--- src/core/uabw_pkg.sv ---
`default_nettype none
package uabw_pkg;
    // Width of the divisor pair used as one counter during measurement.
    localparam int unsigned DIV_W          = 16;
    // Prescaler width, enough for the slowest measurement clock of Fosc/512.
    localparam int unsigned PRE_W          = 9;
    // Prescaler masks: a tick fires when all masked bits of the free counter are ones.
    localparam logic [8:0]  BASE_MASK_FAST = 9'h003;  // Fosc/4.
    localparam logic [8:0]  BASE_MASK_MID  = 9'h00f;  // Fosc/16.
    localparam logic [8:0]  BASE_MASK_SLOW = 9'h03f;  // Fosc/64.
    localparam logic [8:0]  DET_MASK_FAST  = 9'h01f;  // Fosc/32.
    localparam logic [8:0]  DET_MASK_MID   = 9'h07f;  // Fosc/128.
    localparam logic [8:0]  DET_MASK_SLOW  = 9'h1ff;  // Fosc/512.
    localparam logic [8:0]  PRE_RESET      = 9'h000;
    // Measurement constants.
    localparam logic [7:0]  SYNC_CHAR      = 8'h55;   // Character the remote end sends.
    localparam logic [2:0]  RISES_TO_END   = 3'h5;    // Fifth rising edge ends the measure.
    localparam logic [15:0] COUNT_START    = 16'h0001;
    localparam logic [15:0] COUNT_MAX      = 16'hffff;
    localparam logic [15:0] DIVISOR_RESET  = 16'h0000;
    localparam logic        LINE_IDLE      = 1'b1;

    // Measurement sequencer states.
    typedef enum logic [1:0] {
        UABW_AB_IDLE  = 2'b00,
        UABW_AB_START = 2'b01,
        UABW_AB_FIRST = 2'b10,
        UABW_AB_COUNT = 2'b11
    } uabw_ab_state_t;
endpackage
`default_nettype wire

--- src/core/uabw_tick_if.sv ---
`default_nettype none
interface uabw_tick_if;
    logic wide_sel;
    logic high_sel;
    logic run;
    logic base_tick;
    logic detect_tick;
    modport ctrl (output wide_sel, output high_sel, output run, input base_tick, input detect_tick);
    modport gen  (input wide_sel, input high_sel, input run, output base_tick, output detect_tick);
endinterface
`default_nettype wire

--- src/core/uabw_autobaud_wake.sv ---
// Notes on behaviour
// - Receive line times divisor counter on sync character.
// - Enable starts calibration, receiver held idle.
// - Count from first rise to fifth rise.
// - Fifth rise: keep count, clear enable, flag.
// - Both divisor bytes form one 16-bit counter.
// - Measurement clock is base clock divided eight.
// - Base and measurement rates follow speed selects.
// - Counter starts at one; software subtracts one.
// - Overflow sets flag, counting continues to end.
// - Overflow clear needs enable cleared first.
// - Buffer read clears receive flag after measure.
// - Small counts leave high byte at zero.
// - Wake enable holds receiver idle, watching line.
// - Wake function only in asynchronous mode.
// - Falling edge sets receive flag, also asleep.
// - Rising edge ending break clears wake enable.
// - Both enables: measure byte after break.
// - Non-zero character: first low time wakes.
// - Sleep stops counter; wake detection and edge sequencing still run.
`default_nettype none
module uabw_autobaud_wake #(
    parameter int unsigned DIV_W = uabw_pkg::DIV_W
) (
    input  wire logic                    ref_clk_in,
    input  wire logic                    rst_in,
    input  wire logic                    serial_in_line_in,
    input  wire logic                    async_mode_in,
    input  wire logic                    sleep_in,
    input  wire logic                    wide_divisor_select_in,
    input  wire logic                    high_speed_select_in,
    input  wire logic                    autobaud_enable_set_in,
    input  wire logic                    autobaud_enable_clr_in,
    input  wire logic                    wake_on_break_enable_set_in,
    input  wire logic                    wake_on_break_enable_clr_in,
    input  wire logic                    autobaud_overflow_clr_in,
    input  wire logic                    receive_buffer_read_in,
    input  wire logic                    divisor_write_in,
    input  wire logic [DIV_W-1:0]        divisor_wdata_in,
    output logic                         autobaud_enable_out,
    output logic                         wake_on_break_enable_out,
    output logic                         autobaud_overflow_flag_out,
    output logic                         receive_flag_out,
    output logic [7:0]                   divisor_high_byte_out,
    output logic [7:0]                   divisor_low_byte_out,
    output logic                         receiver_hold_idle_out,
    output logic                         base_tick_out,
    output logic                         wake_request_out
);
    import uabw_pkg::*;

    if (DIV_W != 16) begin : g_bad_width
        $error("uabw_autobaud_wake: DIV_W must be 16");
    end

    uabw_tick_if tick_if ();

    // Divider for the base rate and the one-eighth measurement rate.
    uabw_prescaler #(
        .PRE_W (PRE_W)
    ) u_prescaler (
        .ref_clk_in (ref_clk_in),
        .rst_in     (rst_in),
        .tick_if    (tick_if)
    );

    // Sleep stops the divider and with it the divisor counter.
    assign tick_if.wide_sel = wide_divisor_select_in;
    assign tick_if.high_sel = high_speed_select_in;
    assign tick_if.run      = !sleep_in;
    assign base_tick_out    = tick_if.base_tick;

    // Line synchroniser; only the second stage and its delayed copy are compared.
    logic rx_meta_q;
    logic rx_sync_q;
    logic rx_prev_q;
    logic rx_fall;
    logic rx_rise;

    always_ff @(posedge ref_clk_in) begin
        if (rst_in) begin
            rx_meta_q <= LINE_IDLE;
            rx_sync_q <= LINE_IDLE;
            rx_prev_q <= LINE_IDLE;
        end else begin
            rx_meta_q <= serial_in_line_in;
            rx_sync_q <= rx_meta_q;
            rx_prev_q <= rx_sync_q;
        end
    end

    assign rx_fall = rx_prev_q && !rx_sync_q;
    assign rx_rise = !rx_prev_q && rx_sync_q;

    // Control and status flags.
    logic                 abd_en_q;
    logic                 abd_en_d;
    logic                 wob_en_q;
    logic                 wob_en_d;
    logic                 wake_seen_q;
    logic                 wake_seen_d;
    logic                 ovf_q;
    logic                 ovf_d;
    logic                 rcv_flag_q;
    logic                 rcv_flag_d;
    logic [DIV_W-1:0]     div_q;
    logic [DIV_W-1:0]     div_d;
    logic [2:0]           rises_q;
    logic [2:0]           rises_d;
    uabw_ab_state_t       ab_state_q;
    uabw_ab_state_t       ab_state_d;

    // Wake event decode and break end.
    logic wake_event;
    logic break_end;
    assign wake_event = wob_en_q && !wake_seen_q && rx_fall;
    assign break_end  = wob_en_q && wake_seen_q && rx_rise;

    // During sleep the wake request is raised straight from the pin, with no clock.
    assign wake_request_out = sleep_in && wob_en_q && !serial_in_line_in;

    // Measurement decode; the sequencer waits while a break is still being watched.
    logic ab_active;
    logic count_tick;
    logic last_rise;
    logic counting;
    logic count_wrap;
    assign ab_active  = abd_en_q && !wob_en_q;
    assign counting   = ab_active && (ab_state_q == UABW_AB_COUNT);
    assign count_tick = counting && tick_if.detect_tick;
    assign last_rise  = counting && rx_rise && (rises_q == RISES_TO_END - 3'h1);
    assign count_wrap = count_tick && !last_rise && (div_q == COUNT_MAX);

    // Measurement sequencer.
    always_comb begin
        ab_state_d = ab_state_q;
        rises_d    = rises_q;
        unique case (ab_state_q)
            UABW_AB_IDLE: begin
                if (ab_active) begin
                    ab_state_d = UABW_AB_START;
                end
            end
            UABW_AB_START: begin
                if (!ab_active) begin
                    ab_state_d = UABW_AB_IDLE;
                end else if (rx_fall) begin
                    ab_state_d = UABW_AB_FIRST;
                end
            end
            UABW_AB_FIRST: begin
                if (!ab_active) begin
                    ab_state_d = UABW_AB_IDLE;
                end else if (rx_rise) begin
                    ab_state_d = UABW_AB_COUNT;
                    rises_d    = 3'h1;
                end
            end
            UABW_AB_COUNT: begin
                if (!ab_active || last_rise) begin
                    ab_state_d = UABW_AB_IDLE;
                end else if (rx_rise) begin
                    rises_d = rises_q + 3'h1;
                end
            end
        endcase
    end

    // Divisor pair: software write, or the measurement counter as one 16-bit word.
    always_comb begin
        div_d = div_q;
        if (ab_active && ab_state_q == UABW_AB_FIRST && rx_rise) begin
            div_d = COUNT_START;
        end else if (count_tick && !last_rise) begin
            div_d = div_q + 16'h0001;           // wraps to zero past the top.
        end else if (divisor_write_in && !counting) begin
            div_d = divisor_wdata_in;
        end
    end

    // Flag next values; a hardware set of the overflow or receive flag wins over a clear in the same cycle.
    always_comb begin
        abd_en_d = abd_en_q;
        if (last_rise) begin
            abd_en_d = 1'b0;
        end
        if (autobaud_enable_clr_in) begin
            abd_en_d = 1'b0;
        end
        if (autobaud_enable_set_in) begin
            abd_en_d = 1'b1;
        end

        wob_en_d    = wob_en_q;
        wake_seen_d = wake_seen_q;
        if (wake_event) begin
            wake_seen_d = 1'b1;
        end
        if (break_end || wake_on_break_enable_clr_in || !async_mode_in) begin
            wob_en_d    = 1'b0;
            wake_seen_d = 1'b0;
        end
        if (wake_on_break_enable_set_in && async_mode_in && !wob_en_q) begin
            wob_en_d    = 1'b1;
            wake_seen_d = 1'b0;
        end

        ovf_d = ovf_q;
        if (autobaud_overflow_clr_in && !abd_en_q) begin
            ovf_d = 1'b0;
        end
        if (count_wrap) begin
            ovf_d = 1'b1;
        end

        rcv_flag_d = rcv_flag_q;
        if (receive_buffer_read_in) begin
            rcv_flag_d = 1'b0;
        end
        if (last_rise || wake_event) begin
            rcv_flag_d = 1'b1;
        end
    end

    // State registers.
    always_ff @(posedge ref_clk_in) begin
        if (rst_in) begin
            ab_state_q  <= UABW_AB_IDLE;
            rises_q     <= 3'h0;
            div_q       <= DIVISOR_RESET;
            abd_en_q    <= 1'b0;
            wob_en_q    <= 1'b0;
            wake_seen_q <= 1'b0;
            ovf_q       <= 1'b0;
            rcv_flag_q  <= 1'b0;
        end else begin
            ab_state_q  <= ab_state_d;
            rises_q     <= rises_d;
            div_q       <= div_d;
            abd_en_q    <= abd_en_d;
            wob_en_q    <= wob_en_d;
            wake_seen_q <= wake_seen_d;
            ovf_q       <= ovf_d;
            rcv_flag_q  <= rcv_flag_d;
        end
    end

    // Outputs; the normal receiver is held idle while either mode is armed.
    assign autobaud_enable_out        = abd_en_q;
    assign wake_on_break_enable_out   = wob_en_q;
    assign autobaud_overflow_flag_out = ovf_q;
    assign receive_flag_out           = rcv_flag_q;
    assign divisor_high_byte_out      = div_q[15:8];
    assign divisor_low_byte_out       = div_q[7:0];
    assign receiver_hold_idle_out     = abd_en_q || wob_en_q;
endmodule // uabw_autobaud_wake
`default_nettype wire

--- src/core/uabw_prescaler.sv ---
`default_nettype none
module uabw_prescaler #(
    parameter int unsigned PRE_W = uabw_pkg::PRE_W
) (
    input  wire logic ref_clk_in,
    input  wire logic rst_in,
    uabw_tick_if.gen  tick_if
);
    import uabw_pkg::*;

    if (PRE_W < 9) begin : g_bad_width
        $error("uabw_prescaler: PRE_W must be at least 9");
    end

    logic [PRE_W-1:0] pre_q;
    logic [PRE_W-1:0] pre_d;
    logic [8:0]       base_mask;
    logic [8:0]       det_mask;
    logic [1:0]       sel_cnt;

    // Number of the two speed selects that are set picks the rate pair.
    assign sel_cnt   = {1'b0, tick_if.wide_sel} + {1'b0, tick_if.high_sel};
    assign base_mask = (sel_cnt == 2'h2) ? BASE_MASK_FAST : (sel_cnt == 2'h1) ? BASE_MASK_MID : BASE_MASK_SLOW;
    assign det_mask  = (sel_cnt == 2'h2) ? DET_MASK_FAST : (sel_cnt == 2'h1) ? DET_MASK_MID : DET_MASK_SLOW;
    assign pre_d     = tick_if.run ? pre_q + 1'b1 : pre_q;

    // Ticks are one-cycle enables; both stay low while the divider is stopped.
    assign tick_if.base_tick   = tick_if.run && ((pre_q[8:0] & base_mask) == base_mask);
    assign tick_if.detect_tick = tick_if.run && ((pre_q[8:0] & det_mask) == det_mask);

    // Free-running prescaler, frozen while stopped.
    always_ff @(posedge ref_clk_in) begin
        if (rst_in) begin
            pre_q <= '0;
        end else begin
            pre_q <= pre_d;
        end
    end
endmodule // uabw_prescaler
`default_nettype wire

--- config.mk ---
export PLATFORM = sky130hd
export DESIGN_NAME = uabw_autobaud_wake
export DESIGN_NICKNAME = d
export VERILOG_FILES = /design/src/core/uabw_pkg.sv /design/src/core/uabw_tick_if.sv /design/src/core/uabw_autobaud_wake.sv /design/src/core/uabw_prescaler.sv
export SDC_FILE = /design/constraint.sdc
export NUM_CORES = 1
export LEC_CHECK = 0
export ABC_CLOCK_PERIOD_IN_PS = 2310
export BUFFER_PORTS_ARGS = -buffer_cell sky130_fd_sc_hd__buf_2
export CORE_MARGIN = 1
export CORE_UTILIZATION = 48
export DETAILED_ROUTE_END_ITERATION = 10
export PLACE_DENSITY = 0.73
export SLEW_MARGIN = 20
export SYNTH_ARGS = -nofsm -noshare
export SYNTH_HDL_FRONTEND = slang
export SYNTH_SLANG_ARGS = --single-unit
export TNS_END_PERCENT = 20
--- constraint.sdc ---
create_clock -name ref_clk_in -period 2.31 [get_ports ref_clk_in]
set_input_delay 0.462 -clock ref_clk_in [delete_from_list [all_inputs] [get_ports ref_clk_in]]
set_output_delay 0.462 -clock ref_clk_in [all_outputs]
set_load 0.1 [all_outputs]
# Word-level counts from Yosys, hierarchy flattened
# Cells that the tools add are included.
[word_totals]
register_bits = 38
inputBits = 30
out_inout_bits = 23
elab_cells = 115
[op_classes]
addsub = 4
n_eq_ne = 17
mux = 28
bitwise_logic = 2
reduce_logical = 51
[op_table]
columns = ["cell", "n"]
rows = [
  ["16-bit two-way mux", 2],
  ["9-bit two-way mux", 3],
  ["1-bit logical AND", 23],
  ["9-bit bitwise AND", 2],
  ["9-bit equality test", 2],
  ["16-bit by 1-bit adder with 16-bit output (second input constant)", 1],
  ["16-bit equality test (second input constant)", 1],
  ["2-bit two-way mux", 6],
  ["3-bit two-way mux", 4],
  ["1-bit zero test", 11],
  ["1-bit two-way mux", 10],
  ["2-bit != test (second input constant)", 5],
  ["2-bit nonzero test", 5],
  ["9-bit by 1-bit adder with 9-bit output (second input constant)", 1],
  ["2-bit one-hot mux with 4 select lines", 1],
  ["2-bit equality test (second input constant)", 3],
  ["6-bit two-way mux", 1],
  ["3-bit != test (second input constant)", 2],
  ["3-bit one-hot mux with 2 select lines", 1],
  ["3-bit nonzero test", 2],
  ["1-bit logical OR", 5],
  ["5-bit AND reduction", 1],
  ["2-bit by 1-bit equality test with 1-bit output (second input constant)", 2],
  ["4-bit AND reduction", 1],
  ["other kinds (7)", 7],
]

# Longest topological paths before layout
# Gate-level depths: netlist of run 1.
[logic_depth]
depth_word = 11
mapped_depth = 9
mapped_depth_nobuf = 7

# Modules after synthesis
# Synthesis of run 1 repeated with hierarchy kept, for this count alone.
[hier_totals]
hier_cells = 241
area_unflattened_um2 = 2033.2
[by_module_without_submodules]
columns = ["module", "instances", "cells_each", "area_each_um2", "seq_area_each_um2"]
rows = [
  ["uabw_autobaud_wake", 1, 192, 1611.5, 580.6],
  ["uabw_prescaler", 1, 49, 421.7, 180.2],
]

# Least setup slack after synthesis of run 1
# No wires, ideal clock.
[synth_timing]
path_kind = "flip-flop to output port"
from = "reg wob_en_q (netlist: wake_on_break_enable_out)"
to = "out wake_request_out"
t_arrival_ns = 2.559
t_required_ns = 1.848
path_slack_ns = -0.711
path_stages_with_launch = 4
path_buffers = 1
path_cell_list = "dfxtp_1 -> buf_2 -> nand2_1 -> nor2_1"
[synth_between]
elab_chain_cells = 2
[synth_lines]
columns = ["element", "line", "text"]
rows = [
  ["start, declared", "uabw_autobaud_wake.sv:98", "logic wob_en_q;"],
  ["start signal, assigned", "uabw_autobaud_wake.sv:241", "wob_en_q <= wob_en_d;"],
  ["1-bit logical AND (2 in a row)", "uabw_autobaud_wake.sv:120", "assign wake_request_out = sleep_in && wob_en_q && !serial_in_line_in;"],
  ["end, declared", "uabw_autobaud_wake.sv:48", "output logic wake_request_out"],
]
# No other way between the ends.

# Worst setup path after layout of run 1
[layout_timing]
from = "reg u_prescaler.pre_q[0]"
to = "out base_tick_out"
[layout_between]
elab_chain_cells = 3
[layout_lines]
columns = ["element", "line", "text"]
rows = [
  ["start, declared", "uabw_prescaler.sv:15", "logic [PRE_W-1:0] pre_q;"],
  ["start signal, assigned", "uabw_prescaler.sv:36", "pre_q <= pre_d;"],
  ["9-bit bitwise AND", "uabw_prescaler.sv:28", "assign tick_if.base_tick = tick_if.run && ((pre_q[8:0] & base_mask) == base_mask);"],
  ["9-bit equality test", "uabw_prescaler.sv:28", ""],
  ["1-bit logical AND", "uabw_prescaler.sv:28", ""],
  ["end, declared", "uabw_autobaud_wake.sv:47", "output logic base_tick_out,"],
]
# No other way between the ends.

==> results of run 1 <==
==> flip-flops by register name, indices dropped and copies added (netlist names) <==
register and cells:
rises_q 3, wake_seen_q 1, rx_sync_q 1, receive_flag_out 1, autobaud_enable_out 1, ab_state_q 2, u_prescaler.pre_q 9, div_q 16
wake_on_break_enable_out 1, rx_prev_q 1, autobaud_overflow_flag_out 1, rx_meta_q 1
==> layer usage <==
| layer | wire, um | vias to the layer above |
|---|---|---|
| met5 | 0 | - |
| met2 | 2243 | 56 |
| li1 | - | 999 |
| met1 | 2150 | 886 |
| met3 | 262 | 2 |
| met4 | 27 | 0 |
==> worst max-delay path by stage <==
stage                              from                          to  slack (ns)  cells after the start
2_1_floorplan  wake_on_break_enable_out            wake_request_out       -0.25                      3
3_3_place_gp                   sleep_in  autobaud_overflow_flag_out        0.29                      7
3_5_place_dp                   sleep_in                   div_q[10]        0.24                      7
4_1_cts            u_prescaler.pre_q[0]               base_tick_out        0.10                      5
5_1_grt            u_prescaler.pre_q[0]               base_tick_out        0.02                      5
6_report           u_prescaler.pre_q[0]               base_tick_out        0.13                      5
==> Yosys cell counts, types with 2 or more instances <==
library cell and count:
sky130_fd_sc_hd__nand2_1 28, sky130_fd_sc_hd__a22oi_1 9, sky130_fd_sc_hd__o211ai_1 3, sky130_fd_sc_hd__buf_2 3
sky130_fd_sc_hd__nor3_1 4, sky130_fd_sc_hd__o21ai_0 2, sky130_fd_sc_hd__nand4_1 6, sky130_fd_sc_hd__inv_1 14
sky130_fd_sc_hd__ha_1 4, sky130_fd_sc_hd__or2_2 7, sky130_fd_sc_hd__and2_1 2, sky130_fd_sc_hd__nand2b_1 3
sky130_fd_sc_hd__mux2i_1 3, sky130_fd_sc_hd__nor3b_1 2, sky130_fd_sc_hd__a21oi_1 24, sky130_fd_sc_hd__dfxtp_1 38
sky130_fd_sc_hd__clkbuf_1 2, sky130_fd_sc_hd__nor4_1 2, sky130_fd_sc_hd__xnor2_1 2, sky130_fd_sc_hd__o22ai_1 4
sky130_fd_sc_hd__buf_6 2, sky130_fd_sc_hd__o21ai_1 2, sky130_fd_sc_hd__nor2b_1 3, sky130_fd_sc_hd__a31oi_1 4
sky130_fd_sc_hd__nor2_1 26, sky130_fd_sc_hd__nand3_1 9, sky130_fd_sc_hd__xor2_1 9, sky130_fd_sc_hd__o31a_1 2
sky130_fd_sc_hd__or3_1 4, sky130_fd_sc_hd__o21a_1 2
==> power by group <==
part | switching, W | leakage (nW) | internal [W]
logic | 0.000213 | 0.688 | 0.0000726
registers | 0.0000284 | 0.311 | 0.000679
clock network | 0.000241 | 0.0714 | 0.000461
total | 0.000482 | 1.07 | 0.00121
==> cell usage in the layout, fill, tap and decap left out, types with 3 or more instances in the layout <==
cell type / count
sky130_fd_sc_hd__a21oi_1: 23
sky130_fd_sc_hd__a22oi_1: 9
sky130_fd_sc_hd__a31oi_1: 4
sky130_fd_sc_hd__buf_2: 52
sky130_fd_sc_hd__buf_4: 7
sky130_fd_sc_hd__clkbuf_8: 6
sky130_fd_sc_hd__dfxtp_1: 38
sky130_fd_sc_hd__ha_1: 4
sky130_fd_sc_hd__inv_1: 14
sky130_fd_sc_hd__mux2i_1: 3
sky130_fd_sc_hd__nand2_1: 28
sky130_fd_sc_hd__nand2b_1: 3
sky130_fd_sc_hd__nand3_1: 9
sky130_fd_sc_hd__nand4_1: 6
sky130_fd_sc_hd__nor2_1: 25
sky130_fd_sc_hd__nor2b_1: 3
sky130_fd_sc_hd__nor3_1: 4
sky130_fd_sc_hd__o211ai_1: 3
sky130_fd_sc_hd__o22ai_1: 4
sky130_fd_sc_hd__or2_2: 7
sky130_fd_sc_hd__or3_1: 4
sky130_fd_sc_hd__xor2_1: 9
==> through the flow <==
stage	worst slack, ns	util
floorplan	-0.2494	-
global placement	0.2876	0.5816
finish	0.1272	0.6167
global route	0.01947	0.6167
CTS	0.1046	0.6167
detailed placement	0.2358	0.5816
==> area by class of cell <==
cell class / count / area share
tap: 50 / 0.02500
multi-input combinational: 187 / 0.4680
clock buffer: 6 / 0.03300
clock inverter: 2 / 0.02400
timing repair buffer: 59 / 0.1250
inverter: 14 / 0.02100
sequential: 38 / 0.3040
==> cell families (layout without fill, tap and decap cells) <==
group	Yosys count	count (layout)	synth area share
XOR/XNOR	11	11	0.04693
multiplexers	3	3	0.01463
AND/OR/NAND/NOR	105	105	0.2669
adder cells (fa/ha/maj)	4	4	0.02438
buffers and inverters	25	81	0.06215
flip-flops	38	38	0.3705
AO/OA/AOI/OAI	64	64	0.2145
==> metrics.txt, run 1 <==
# TYPE chip_impl_metric gauge
chip_impl_metric{name="syn_warnings",unit=""} 0
chip_impl_metric{name="asyncSetResetFlopFracSynth",unit=""} 0
chip_impl_metric{name="globalRouteMet3Util",unit=""} 0.06419
chip_impl_metric{name="worst-r2r-setup-slack",unit="ns"} 0.34
chip_impl_info{name="timing_worst_setup_path_type",value="flop to primary output"} 1
chip_impl_metric{name="antennaDiodeCount",unit=""} 0
chip_impl_metric{name="ioPinCount",unit=""} 53
chip_impl_metric{name="globalRouteOverflowTotal",unit=""} 0
chip_impl_metric{name="seqCellArea",unit="sq um"} 760.7
chip_impl_info{name="critPathCaptureType",value="primary output"} 1
chip_impl_metric{name="grt_antenna_before_repair",unit=""} 0
chip_impl_info{name="timing.hold.worst_endpoint",value="wake_seen_q"} 1
chip_impl_metric{name="finalSetupTns",unit="ns"} 0
chip_impl_metric{name="final-setup-viol-count",unit=""} 0
chip_impl_metric{name="timing.final.hold_violations",unit=""} 0
chip_impl_metric{name="worst-r2r-cell-count",unit=""} 7
chip_impl_metric{name="area_of_the_multi_input_gates",unit="sq um"} 1171
chip_impl_info{name="critPathSlowestCell",value="sky130_fd_sc_hd__buf_2"} 1
chip_impl_info{name="ys_dominant_reg_cell",value="sky130_fd_sc_hd__dfxtp_1"} 1
chip_impl_metric{name="pin_slew_with_the_least_headroom_to_its_limit",unit="ns"} 0.5532
chip_impl_metric{name="cts_max_level",unit=""} 2
chip_impl_metric{name="horizontal_die_dimension",unit="um"} 67.40
chip_impl_metric{name="timing.hold.worst_path_depth",unit=""} 2
chip_impl_metric{name="slew_headroom",unit=""} 0.6290
chip_impl_metric{name="place.port_buffers",unit=""} 52
chip_impl_metric{name="core_area",unit="sq um"} 4058
chip_impl_metric{name="stdcell_count",unit=""} 356
chip_impl_metric{name="cts.sink_count",unit=""} 38
chip_impl_metric{name="netlist_area",unit="sq um"} 2053
chip_impl_metric{name="finalMaxSlewViolations",unit=""} 0
chip_impl_metric{name="final.period_utilization",unit=""} 0.9449
chip_impl_metric{name="grt_max_degree",unit=""} 23
chip_impl_metric{name="cts.reportedPaths.clkPinSlew",unit="ns"} 0.08
chip_impl_info{name="startpoint_type",value="flop"} 1
chip_impl_metric{name="cts_hold_buf",unit=""} 0
chip_impl_metric{name="peakVddDrop",unit="mV"} 0.4309
chip_impl_metric{name="finish.net_count",unit=""} 339
chip_impl_info{name="reg2reg_to",value="div_q[10]"} 1
chip_impl_metric{name="crit_buf_inv",unit=""} 1
chip_impl_metric{name="powerDensity",unit="nW/um^2"} 677.3
chip_impl_info{name="synth_top_cells_by_area",value="sky130_fd_sc_hd__dfxtp_1 37%, sky130_fd_sc_hd__a21oi_1 5.9%, sky130_fd_sc_hd__nand2_1 5.1%"} 1
chip_impl_metric{name="max_cap_viols",unit=""} 0
chip_impl_info{name="worstPathCellList",value="ha_1, nor2b_1, nand2_1, a21oi_2, buf_2"} 1
chip_impl_metric{name="final.setup_skew",unit="ns"} 0.009648
chip_impl_metric{name="synth_cell_types",unit=""} 55
chip_impl_metric{name="met2_usage",unit=""} 0.3800
chip_impl_info{name="clock_tree.root_cell",value="sky130_fd_sc_hd__clkbuf_8"} 1
chip_impl_metric{name="finalInstanceArea",unit="sq um"} 2502
chip_impl_metric{name="worstSkewPairLatency",unit="ns"} 0.29
chip_impl_metric{name="time_the_worst_path_needs_with_i_o_delays_and_setup",unit="ns"} 2.183
chip_impl_metric{name="area_growth",unit="%"} 21.88
chip_impl_metric{name="first_pass_grt_wire_length",unit="um"} 7665
chip_impl_metric{name="clockBufferDepth",unit=""} 2
chip_impl_metric{name="cts-resized-gates",unit=""} 0
chip_impl_metric{name="critPathRequiredTime",unit="ns"} 1.85
chip_impl_metric{name="dpl.cell_count",unit=""} 348
chip_impl_metric{name="post_synth_inst_count",unit=""} 250
chip_impl_info{name="cts_tree",value="yes"} 1
chip_impl_info{name="r2r_start",value="u_prescaler.pre_q[0]"} 1
chip_impl_metric{name="synth_area_per_cell",unit="sq um"} 8.213
chip_impl_metric{name="hpwlAfterDp",unit="um"} 3408
chip_impl_info{name="gr-max-usage-layer",value="met2"} 1
chip_impl_info{name="path_delay_family",value="buffers and inverters"} 1
chip_impl_metric{name="ys_seq_area_frac",unit=""} 0.3705
chip_impl_metric{name="floorplan.die.height",unit="um"} 67.40
chip_impl_metric{name="synth.ff_latch_count",unit=""} 38
chip_impl_metric{name="crit_path_max_fanout",unit=""} 3
chip_impl_metric{name="count_of_flip_flops_with_a_built_in_enable_after_synthesis",unit=""} 0
chip_impl_metric{name="gr-usage-all-layers",unit=""} 0.2225
chip_impl_info{name="run_status",value="finished clean"} 1
chip_impl_metric{name="leakage",unit="nW"} 1.070
chip_impl_metric{name="average_wire_per_standard_cell",unit="um"} 13.16
chip_impl_metric{name="drt_drc_violations_left",unit=""} 0
chip_impl_metric{name="drtAntennaViolNets",unit=""} 0
chip_impl_metric{name="post_cts_buffers",unit=""} 0
chip_impl_metric{name="fill_cells",unit=""} 381
chip_impl_metric{name="placementRows",unit=""} 23
chip_impl_metric{name="routed-via-count",unit=""} 1943
chip_impl_metric{name="dr.first_iter.drc_count",unit=""} 106
chip_impl_info{name="synth_area_leader_cell",value="sky130_fd_sc_hd__dfxtp_1"} 1
chip_impl_metric{name="gp_congestion",unit=""} 0.8109
chip_impl_metric{name="initial_util",unit=""} 0.5060
chip_impl_metric{name="grt_pass1_vias",unit=""} 1728
chip_impl_metric{name="report.power.total",unit="W"} 0.001695
chip_impl_metric{name="drt-total-wl",unit="um"} 4684
chip_impl_info{name="rsz0062_at_grt",value="false"} 1
chip_impl_metric{name="drtPass1Iterations",unit=""} 4
chip_impl_metric{name="fraction_of_post_synthesis_cell_area_in_the_top_cell_type_by_area",unit=""} 0.3705
chip_impl_metric{name="tritoncts.num_buffers",unit=""} 5
chip_impl_metric{name="drive_gt1_frac",unit=""} 0.2810
chip_impl_metric{name="fmax_achieved",unit="MHz"} 458.1
chip_impl_metric{name="grt.met1_usage",unit=""} 0.2677
chip_impl_metric{name="critPathArrivalTime",unit="ns"} 1.72
chip_impl_metric{name="cpPeakStageDelay",unit="ns"} 0.43
chip_impl_metric{name="postPlaceCellArea",unit="sq um"} 2360
chip_impl_metric{name="viasPerCell",unit=""} 5.458
chip_impl_metric{name="fp.dieArea",unit="sq um"} 4543
chip_impl_metric{name="final.hold.worst_slack",unit="ns"} 0.3472
chip_impl_metric{name="synth_nets",unit=""} 284
chip_impl_info{name="min-delay-path-class",value="input port to flop"} 1
chip_impl_info{name="worst_hold_startpoint",value="wake_on_break_enable_clr_in"} 1
No activity file was read; power rests on OpenSTA's default activity.
==> run 2, diff against run 1 <==
--- a/config.mk
+++ b/config.mk
@@ -10,9 +10,10 @@
 export CORE_MARGIN = 1
 export CORE_UTILIZATION = 48
 export DETAILED_ROUTE_END_ITERATION = 10
-export PLACE_DENSITY = 0.73
+export PLACE_DENSITY = 0.74
 export SLEW_MARGIN = 20
 export SYNTH_ARGS = -nofsm -noshare
 export SYNTH_HDL_FRONTEND = slang
+export SYNTH_HIERARCHICAL = 1
 export SYNTH_SLANG_ARGS = --single-unit
 export TNS_END_PERCENT = 20
==> run 2 against run 1 <==
Hold slack lost 0.010 ns; area after synthesis is 0.98% lower; sequential power is 1% higher; highest routed layer unchanged; register-to-register slack got worse by 0.17 ns; clock skew fell by 0.0024 ns.
==> metrics.txt, run 2 <==
# TYPE chip_impl_metric gauge
chip_impl_metric{name="drtPass1Iterations",unit=""} 4
chip_impl_metric{name="cpPeakStageDelay",unit="ns"} 0.47
chip_impl_metric{name="synth_nets",unit=""} 275
chip_impl_metric{name="gr-usage-all-layers",unit=""} 0.2300
chip_impl_info{name="clock_tree.root_cell",value="sky130_fd_sc_hd__clkbuf_8"} 1
chip_impl_metric{name="fp.dieArea",unit="sq um"} 4500
chip_impl_info{name="layout.cells.most_common_list",value="51 x sky130_fd_sc_hd__buf_2, 36 x sky130_fd_sc_hd__dfxtp_1, 24 x sky130_fd_sc_hd__nand2_1"} 1
chip_impl_metric{name="ioPinCount",unit=""} 53
chip_impl_metric{name="fraction_of_post_synthesis_cell_area_in_the_top_cell_type_by_area",unit=""} 0.3742
chip_impl_info{name="min-delay-path-class",value="input port to flop"} 1
chip_impl_metric{name="peakVddDrop",unit="mV"} 0.4282
chip_impl_metric{name="pin_slew_with_the_least_headroom_to_its_limit",unit="ns"} 0.6223
chip_impl_metric{name="tritoncts.num_buffers",unit=""} 5
chip_impl_info{name="top_regs",value="div_q (16), u_prescaler/pre_q (9), rises_q (3)"} 1
chip_impl_metric{name="antennaDiodeCount",unit=""} 0
chip_impl_metric{name="leakage",unit="nW"} 1.045
chip_impl_metric{name="time_the_worst_path_needs_with_i_o_delays_and_setup",unit="ns"} 2.145
chip_impl_metric{name="cts-resized-gates",unit=""} 0
chip_impl_info{name="timing_worst_setup_path_type",value="flop to flop"} 1
chip_impl_info{name="endpoint",value="div_q[14]"} 1
chip_impl_info{name="critical_path.most_common_cell",value="sky130_fd_sc_hd__nand4_1"} 1
chip_impl_info{name="startpoint",value="u_prescaler/pre_q[0]"} 1
chip_impl_metric{name="synth.ff_latch_count",unit=""} 38
chip_impl_info{name="mostFrequentLayoutCell",value="sky130_fd_sc_hd__buf_2"} 1
chip_impl_metric{name="final.period_utilization",unit=""} 0.9285
chip_impl_info{name="synth_top_cells_by_count",value="38 x sky130_fd_sc_hd__dfxtp_1, 24 x sky130_fd_sc_hd__nand2_1, 17 x sky130_fd_sc_hd__nor2_1"} 1
chip_impl_metric{name="worst-r2r-cell-count",unit=""} 7
chip_impl_info{name="startpoint_type",value="flop"} 1
chip_impl_metric{name="first_pass_grt_wire_length",unit="um"} 7831
chip_impl_info{name="worst_hold_startpoint",value="wake_on_break_enable_clr_in"} 1
chip_impl_metric{name="area_growth",unit="%"} 24.86
chip_impl_metric{name="cts_hold_buf",unit=""} 0
chip_impl_metric{name="initial_util",unit=""} 0.5047
chip_impl_metric{name="finalSetupTns",unit="ns"} 0
chip_impl_metric{name="grt_pass1_vias",unit=""} 1786
chip_impl_metric{name="hpwlAfterDp",unit="um"} 3430
chip_impl_metric{name="dr.first_iter.drc_count",unit=""} 150
chip_impl_metric{name="asyncSetResetFlopFracSynth",unit=""} 0
chip_impl_metric{name="slew_headroom",unit=""} 0.5852
chip_impl_info{name="reg2reg_to",value="div_q[14]"} 1
chip_impl_metric{name="worstSkewPairLatency",unit="ns"} 0.30
chip_impl_metric{name="place.port_buffers",unit=""} 52
chip_impl_metric{name="cts_max_level",unit=""} 2
chip_impl_info{name="critPathCaptureType",value="flop"} 1
chip_impl_metric{name="max_cap_viols",unit=""} 0
chip_impl_info{name="critPathSlowestCell",value="sky130_fd_sc_hd__or4_1"} 1
chip_impl_metric{name="grt_max_degree",unit=""} 24
chip_impl_metric{name="largest_register_ffs",unit=""} 16
chip_impl_metric{name="seqCellArea",unit="sq um"} 763.2
chip_impl_metric{name="gp_congestion",unit=""} 0.7990
chip_impl_info{name="run_status",value="finished clean"} 1
chip_impl_metric{name="timing.final.hold_violations",unit=""} 0
chip_impl_metric{name="stdcell_count",unit=""} 343
chip_impl_metric{name="post_cts_buffers",unit=""} 0
chip_impl_info{name="worstPathCellList",value="ha_1, nand4_1, a2111oi_4, nand4_1, nand2b_4, or4_1, a31oi_1"} 1
chip_impl_metric{name="netlist_area",unit="sq um"} 2033
chip_impl_info{name="synth_area_leader_cell",value="sky130_fd_sc_hd__dfxtp_1"} 1
chip_impl_metric{name="critPathArrivalTime",unit="ns"} 2.38
chip_impl_info{name="r2r_start",value="u_prescaler/pre_q[0]"} 1
chip_impl_metric{name="viasPerCell",unit=""} 5.749
chip_impl_metric{name="post_synth_inst_count",unit=""} 241
chip_impl_metric{name="final-setup-viol-count",unit=""} 0
chip_impl_metric{name="area_of_the_multi_input_gates",unit="sq um"} 1227
chip_impl_metric{name="count_of_flip_flops_with_a_built_in_enable_after_synthesis",unit=""} 0
chip_impl_metric{name="floorplan.die.height",unit="um"} 67.09
chip_impl_metric{name="clockBufferDepth",unit=""} 2
chip_impl_metric{name="finish.net_count",unit=""} 326
chip_impl_metric{name="worst-r2r-setup-slack",unit="ns"} 0.17
chip_impl_metric{name="fmax_achieved",unit="MHz"} 466.2
chip_impl_metric{name="synth_cell_types",unit=""} 53
chip_impl_info{name="largest_register",value="div_q"} 1
chip_impl_info{name="ys_dominant_reg_cell",value="sky130_fd_sc_hd__dfxtp_1"} 1
chip_impl_metric{name="syn_warnings",unit=""} 6
chip_impl_metric{name="placementRows",unit=""} 23
chip_impl_metric{name="finalMaxSlewViolations",unit=""} 0
chip_impl_metric{name="globalRouteOverflowTotal",unit=""} 0
chip_impl_metric{name="drive_gt1_frac",unit=""} 0.2901
chip_impl_metric{name="powerDensity",unit="nW/um^2"} 671.1
chip_impl_metric{name="crit_path_max_fanout",unit=""} 6
chip_impl_metric{name="horizontal_die_dimension",unit="um"} 67.09
chip_impl_metric{name="final.setup_skew",unit="ns"} 0.007297
chip_impl_metric{name="dpl.cell_count",unit=""} 335
chip_impl_metric{name="average_wire_per_standard_cell",unit="um"} 14.34
chip_impl_metric{name="synth_area_per_cell",unit="sq um"} 8.437
chip_impl_metric{name="critPathRequiredTime",unit="ns"} 2.54
chip_impl_metric{name="drt-total-wl",unit="um"} 4920
chip_impl_info{name="synth_top_cells_by_area",value="sky130_fd_sc_hd__dfxtp_1 37%, sky130_fd_sc_hd__nand2_1 4.4%, sky130_fd_sc_hd__a31oi_1 4.3%"} 1
chip_impl_info{name="synth.most_common_cell",value="sky130_fd_sc_hd__dfxtp_1"} 1
chip_impl_metric{name="fill_cells",unit=""} 359
chip_impl_metric{name="cts.sink_count",unit=""} 38
chip_impl_metric{name="cts.reportedPaths.clkPinSlew",unit="ns"} 0.08
chip_impl_info{name="cts_tree",value="yes"} 1
chip_impl_metric{name="routed-via-count",unit=""} 1972
chip_impl_metric{name="grt_antenna_before_repair",unit=""} 0
chip_impl_metric{name="drtAntennaViolNets",unit=""} 0
chip_impl_metric{name="ys_seq_area_frac",unit=""} 0.3742
chip_impl_metric{name="drt_drc_violations_left",unit=""} 0
chip_impl_metric{name="core_area",unit="sq um"} 4029
## run 2: worst max-delay path, delay by kind of cell, from the launching register on
kind            cells  cell delay, ns
compound gates      2            0.47
simple gates        4            1.03
fa+ha+maj           1            0.18
flops               1            0.39
## run 2: how the worst min path moves through the flow
stage	slack (ns)	cells past startpoint	to
4_1_cts	0.33	2	wake_seen_q
3_3_place_gp	0.40	1	rx_sync_q
5_1_grt	0.33	2	wake_seen_q
3_5_place_dp	0.41	1	rx_sync_q
6_report	0.34	2	wake_seen_q
2_1_floorplan	0.39	1	rx_sync_q
## run 2: cell families (layout without fill, tap and decap cells)
kind of cell	Yosys count	count (layout)	share of synthesized area
AOI/OAI and AO/OA	58	58	0.1926
xor gates and xnor gates	5	5	0.02154
adders and majority gates	4	4	0.02462
buffers and inverters	22	74	0.05169
DFF	38	38	0.3742
muxes	3	3	0.01538
and+or+nand+nor	111	111	0.3200
## run 2: cell type report
type,count,share of cell area
Multi-Input combinational cell,181,0.4835
Sequential cell,38,0.3006
Timing Repair Buffer,56,0.1203
Clock buffer,6,0.03253
Tap cell,50,0.02464
Clock inverter,2,0.02366
Inverter,10,0.01479
## run 2: per-layer routing
metal  wire length, um  track usage  part of all wire  up-vias
li1                  -            -                 -     1004
met5                 0            0                 0        -
met2              2249       0.3750              0.46       58
met3               286      0.04623             0.058        7
met1              2328       0.2894              0.47      903
met4                55      0.09840             0.011        0
## run 2: metrics by stage
stage | util | area, sq um | hold WS, ns | power, W | worst slack, ns
floorplan | - | 2067 | 0.3895 | 0.0009450 | -0.04837
global placement | 0.5876 | 2367 | 0.3955 | 0.001006 | 0.07724
detailed placement | 0.5876 | 2367 | 0.4063 | 0.001010 | -0.03173
CTS | 0.6230 | 2510 | 0.3293 | 0.001717 | 0.01408
global route | 0.6301 | 2539 | 0.3289 | 0.001762 | -0.008695
finish | 0.6301 | 2539 | 0.3367 | 0.001704 | 0.1652
## run 2: power breakdown
part	switching (W)	internal, W	total, W
logic	0.000212	0.0000665	0.000278
clock network	0.000247	0.000461	0.000708
registers	0.0000369	0.000681	0.000717
total	0.000496	0.00121	0.00170
==> run 3, diff against run 2 <==
--- a/config.mk
+++ b/config.mk
@@ -7,7 +7,7 @@
 export LEC_CHECK = 0
 export ABC_CLOCK_PERIOD_IN_PS = 2310
 export BUFFER_PORTS_ARGS = -buffer_cell sky130_fd_sc_hd__buf_2
-export CORE_MARGIN = 1
+export CORE_MARGIN = 5
 export CORE_UTILIZATION = 48
 export DETAILED_ROUTE_END_ITERATION = 10
 export PLACE_DENSITY = 0.74
==> run 3 against run 2 <==
Largest power group unchanged; critical endpoint is now div_q[10]; fmax decreased by 1.0%; flip-flop and latch count unchanged; hold slack better by 0.0071 ns; final area is 2.2% lower.
==> metrics.txt, run 3 (synthesized netlist as in run 2, its figures left out) <==
# TYPE chip_impl_metric gauge
chip_impl_info{name="run_status",value="finished clean"} 1
chip_impl_info{name="mostFrequentLayoutCell",value="sky130_fd_sc_hd__buf_2"} 1
chip_impl_metric{name="crit_buf_inv",unit=""} 0
chip_impl_info{name="cts_tree",value="yes"} 1
chip_impl_info{name="timing.hold.worst_endpoint",value="wake_seen_q"} 1
chip_impl_metric{name="hpwlAfterDp",unit="um"} 3646
chip_impl_metric{name="first_pass_grt_wire_length",unit="um"} 8169
chip_impl_metric{name="routed-via-count",unit=""} 1948
chip_impl_metric{name="initial_util",unit=""} 0.5011
chip_impl_metric{name="max_cap_viols",unit=""} 0
chip_impl_metric{name="grt_pass1_vias",unit=""} 1816
chip_impl_metric{name="drt_drc_violations_left",unit=""} 0
chip_impl_metric{name="viasPerCell",unit=""} 5.679
chip_impl_info{name="worstPathCellList",value="ha_1, nand4_1, a2111oi_4, nand4_1, nand2b_2, o311ai_0, a31oi_1"} 1
chip_impl_metric{name="crit_path_max_fanout",unit=""} 6
chip_impl_metric{name="finish.utilization",unit=""} 0.6121
chip_impl_info{name="startpoint_type",value="flop"} 1
chip_impl_metric{name="worst-r2r-cell-count",unit=""} 7
chip_impl_metric{name="pre_cts_ws",unit="ns"} 0.01194
chip_impl_info{name="top_regs",value="div_q (16), u_prescaler/pre_q (9), rises_q (3)"} 1
chip_impl_metric{name="drtAntennaViolNets",unit=""} 0
chip_impl_metric{name="fmax_achieved",unit="MHz"} 461.6
chip_impl_metric{name="gp_congestion",unit=""} 0.8400
chip_impl_metric{name="fill_cells",unit=""} 364
chip_impl_metric{name="worstSkewPairLatency",unit="ns"} 0.30
chip_impl_metric{name="powerDensity",unit="nW/um^2"} 594.1
chip_impl_metric{name="largest_register_ffs",unit=""} 16
chip_impl_metric{name="cpPeakStageDelay",unit="ns"} 0.47
chip_impl_metric{name="place.port_buffers",unit=""} 52
chip_impl_metric{name="cts_max_level",unit=""} 2
chip_impl_metric{name="timing.final.hold_violations",unit=""} 0
chip_impl_info{name="critPathCaptureType",value="flop"} 1
chip_impl_metric{name="final.hold.worst_slack",unit="ns"} 0.3439
chip_impl_info{name="min-delay-path-class",value="input port to flop"} 1
chip_impl_metric{name="final.period_utilization",unit=""} 0.9379
chip_impl_metric{name="time_the_worst_path_needs_with_i_o_delays_and_setup",unit="ns"} 2.167
chip_impl_metric{name="tritoncts.num_buffers",unit=""} 5
chip_impl_metric{name="peakVddDrop",unit="mV"} 0.4797
chip_impl_metric{name="area_growth",unit="%"} 22.15
chip_impl_metric{name="slew_headroom",unit=""} 0.5896
chip_impl_metric{name="finish.net_count",unit=""} 326
chip_impl_metric{name="grt_antenna_before_repair",unit=""} 0
chip_impl_info{name="timing_worst_setup_path_type",value="flop to flop"} 1
chip_impl_metric{name="placementRows",unit=""} 23
chip_impl_info{name="reg2reg_to",value="div_q[10]"} 1
chip_impl_info{name="layout.cells.most_common_list",value="51 x sky130_fd_sc_hd__buf_2, 35 x sky130_fd_sc_hd__dfxtp_1, 24 x sky130_fd_sc_hd__nand2_1"} 1
chip_impl_metric{name="clockBufferDepth",unit=""} 2
chip_impl_metric{name="timing.final.ws_setup",unit="ns"} 0.1435
chip_impl_metric{name="antennaDiodeCount",unit=""} 0
chip_impl_metric{name="grt_max_degree",unit=""} 24
chip_impl_info{name="path_delay_family",value="compound AO/OA/AOI/OAI gates"} 1
chip_impl_metric{name="drive_gt1_frac",unit=""} 0.2901
chip_impl_metric{name="drt-total-wl",unit="um"} 5062
chip_impl_metric{name="average_wire_per_standard_cell",unit="um"} 14.76
chip_impl_metric{name="report.power.total",unit="W"} 0.001476
chip_impl_metric{name="cts.reportedPaths.clkPinSlew",unit="ns"} 0.07
chip_impl_metric{name="cts.sink_count",unit=""} 38
chip_impl_metric{name="globalRouteOverflowTotal",unit=""} 0
chip_impl_metric{name="finalSetupTns",unit="ns"} 0
chip_impl_metric{name="leakage",unit="nW"} 1.011
chip_impl_info{name="largest_register",value="div_q"} 1
chip_impl_info{name="critPathSlowestCell",value="sky130_fd_sc_hd__o311ai_0"} 1
chip_impl_metric{name="number_of_stages_on_the_worst_setup_path",unit=""} 7
chip_impl_metric{name="dr.first_iter.drc_count",unit=""} 166
chip_impl_metric{name="critPathArrivalTime",unit="ns"} 2.33
chip_impl_info{name="critical_path.most_common_cell",value="sky130_fd_sc_hd__nand4_1"} 1
chip_impl_metric{name="critPathRequiredTime",unit="ns"} 2.48
chip_impl_info{name="worst_hold_startpoint",value="wake_on_break_enable_clr_in"} 1
chip_impl_metric{name="fp.dieArea",unit="sq um"} 5638
chip_impl_metric{name="finalMaxSlewViolations",unit=""} 0
chip_impl_metric{name="gr-usage-all-layers",unit=""} 0.1851
chip_impl_info{name="rsz0062_at_grt",value="true"} 1
chip_impl_info{name="r2r_start",value="u_prescaler/pre_q[1]"} 1
chip_impl_metric{name="ioPinCount",unit=""} 53
chip_impl_metric{name="horizontal_die_dimension",unit="um"} 75.09
chip_impl_metric{name="timing.hold.worst_path_depth",unit=""} 2
chip_impl_metric{name="floorplan.die.height",unit="um"} 75.09
chip_impl_metric{name="pin_slew_with_the_least_headroom_to_its_limit",unit="ns"} 0.6157
chip_impl_metric{name="final-setup-viol-count",unit=""} 0
chip_impl_metric{name="worst-r2r-setup-slack",unit="ns"} 0.14
chip_impl_info{name="clock_tree.root_cell",value="sky130_fd_sc_hd__clkbuf_8"} 1
chip_impl_metric{name="drtPass1Iterations",unit=""} 4
chip_impl_metric{name="final.setup_skew",unit="ns"} 0.01065
chip_impl_metric{name="core_area",unit="sq um"} 4058
-- run 3: changes by cell type in the layout (fill, tap and decap cells not counted) --
cell,previous run,this run
sky130_fd_sc_hd__nand2b_2,0,1
sky130_fd_sc_hd__dfxtp_1,36,35
sky130_fd_sc_hd__bufinv_16,2,0
sky130_fd_sc_hd__nand2b_4,1,0
sky130_fd_sc_hd__dfxtp_2,2,3
sky130_fd_sc_hd__clkinv_2,0,1
sky130_fd_sc_hd__clkbuf_1,0,1
-- run 3: how the worst max path moves through the flow --
stage,from,to,slack [ns]
6_report,u_prescaler/pre_q[1],div_q[10],0.14
5_1_grt,u_prescaler/pre_q[1],div_q[10],-0.03
4_1_cts,u_prescaler/pre_q[0],div_q[10],0.03
3_5_place_dp,sleep_in,div_q[14],0.01
3_3_place_gp,sleep_in,div_q[14],0.09
2_1_floorplan,sleep_in,div_q[14],-0.05
-- run 3: metal layers --
layer  vias to the layer above  wire length (um)  GRT usage
met5                         -                 0          0
met4                         0                36    0.04941
met3                         5               421    0.05874
met2                        62              2365     0.2979
met1                       876              2238     0.2391
li1                       1005                 -          -
-- run 3: timing repair --
action                     CTS  global route
setup buffers                0             0
setup endpoints to repair    0             7
hold endpoints to repair     0             0
gates resized for setup      0             4
hold buffers                 0             0
-- run 3: through the flow --
stage | area (sq um) | std cells
2_1_floorplan | 2067 | 241
3_3_place_gp | 2367 | 335
3_5_place_dp | 2367 | 335
4_1_cts | 2459 | 343
5_1_grt | 2484 | 343
6_report | 2484 | 343
-- run 3: final cells by class --
| class | instances | area (sq um) | area share |
|---|---|---|---|
| multi-input combinational | 181 | 1222 | 0.4922 |
| sequential | 38 | 764.5 | 0.3078 |
| timing repair buffer | 56 | 305.3 | 0.1229 |
| clock buffer | 7 | 86.33 | 0.03476 |
| tap | 50 | 62.56 | 0.02519 |
| inverter | 10 | 37.54 | 0.01511 |
| clock inverter | 1 | 5.005 | 0.002015 |
-- run 3: power breakdown --
part           switching, W  leakage [nW]  internal [W]
registers         0.0000365         0.312      0.000681
logic              0.000212         0.651     0.0000664
clock network      0.000239        0.0482      0.000241
total              0.000487          1.01      0.000988
-- run 3: worst register-to-register path, cell delays in order (launching register included) --
cell	delay, ns
sky130_fd_sc_hd__dfxtp_1	0.37
sky130_fd_sc_hd__ha_1	0.18
sky130_fd_sc_hd__nand4_1	0.17
sky130_fd_sc_hd__a2111oi_4	0.27
sky130_fd_sc_hd__nand4_1	0.18
sky130_fd_sc_hd__nand2b_2	0.26
sky130_fd_sc_hd__o311ai_0	0.47
sky130_fd_sc_hd__a31oi_1	0.14
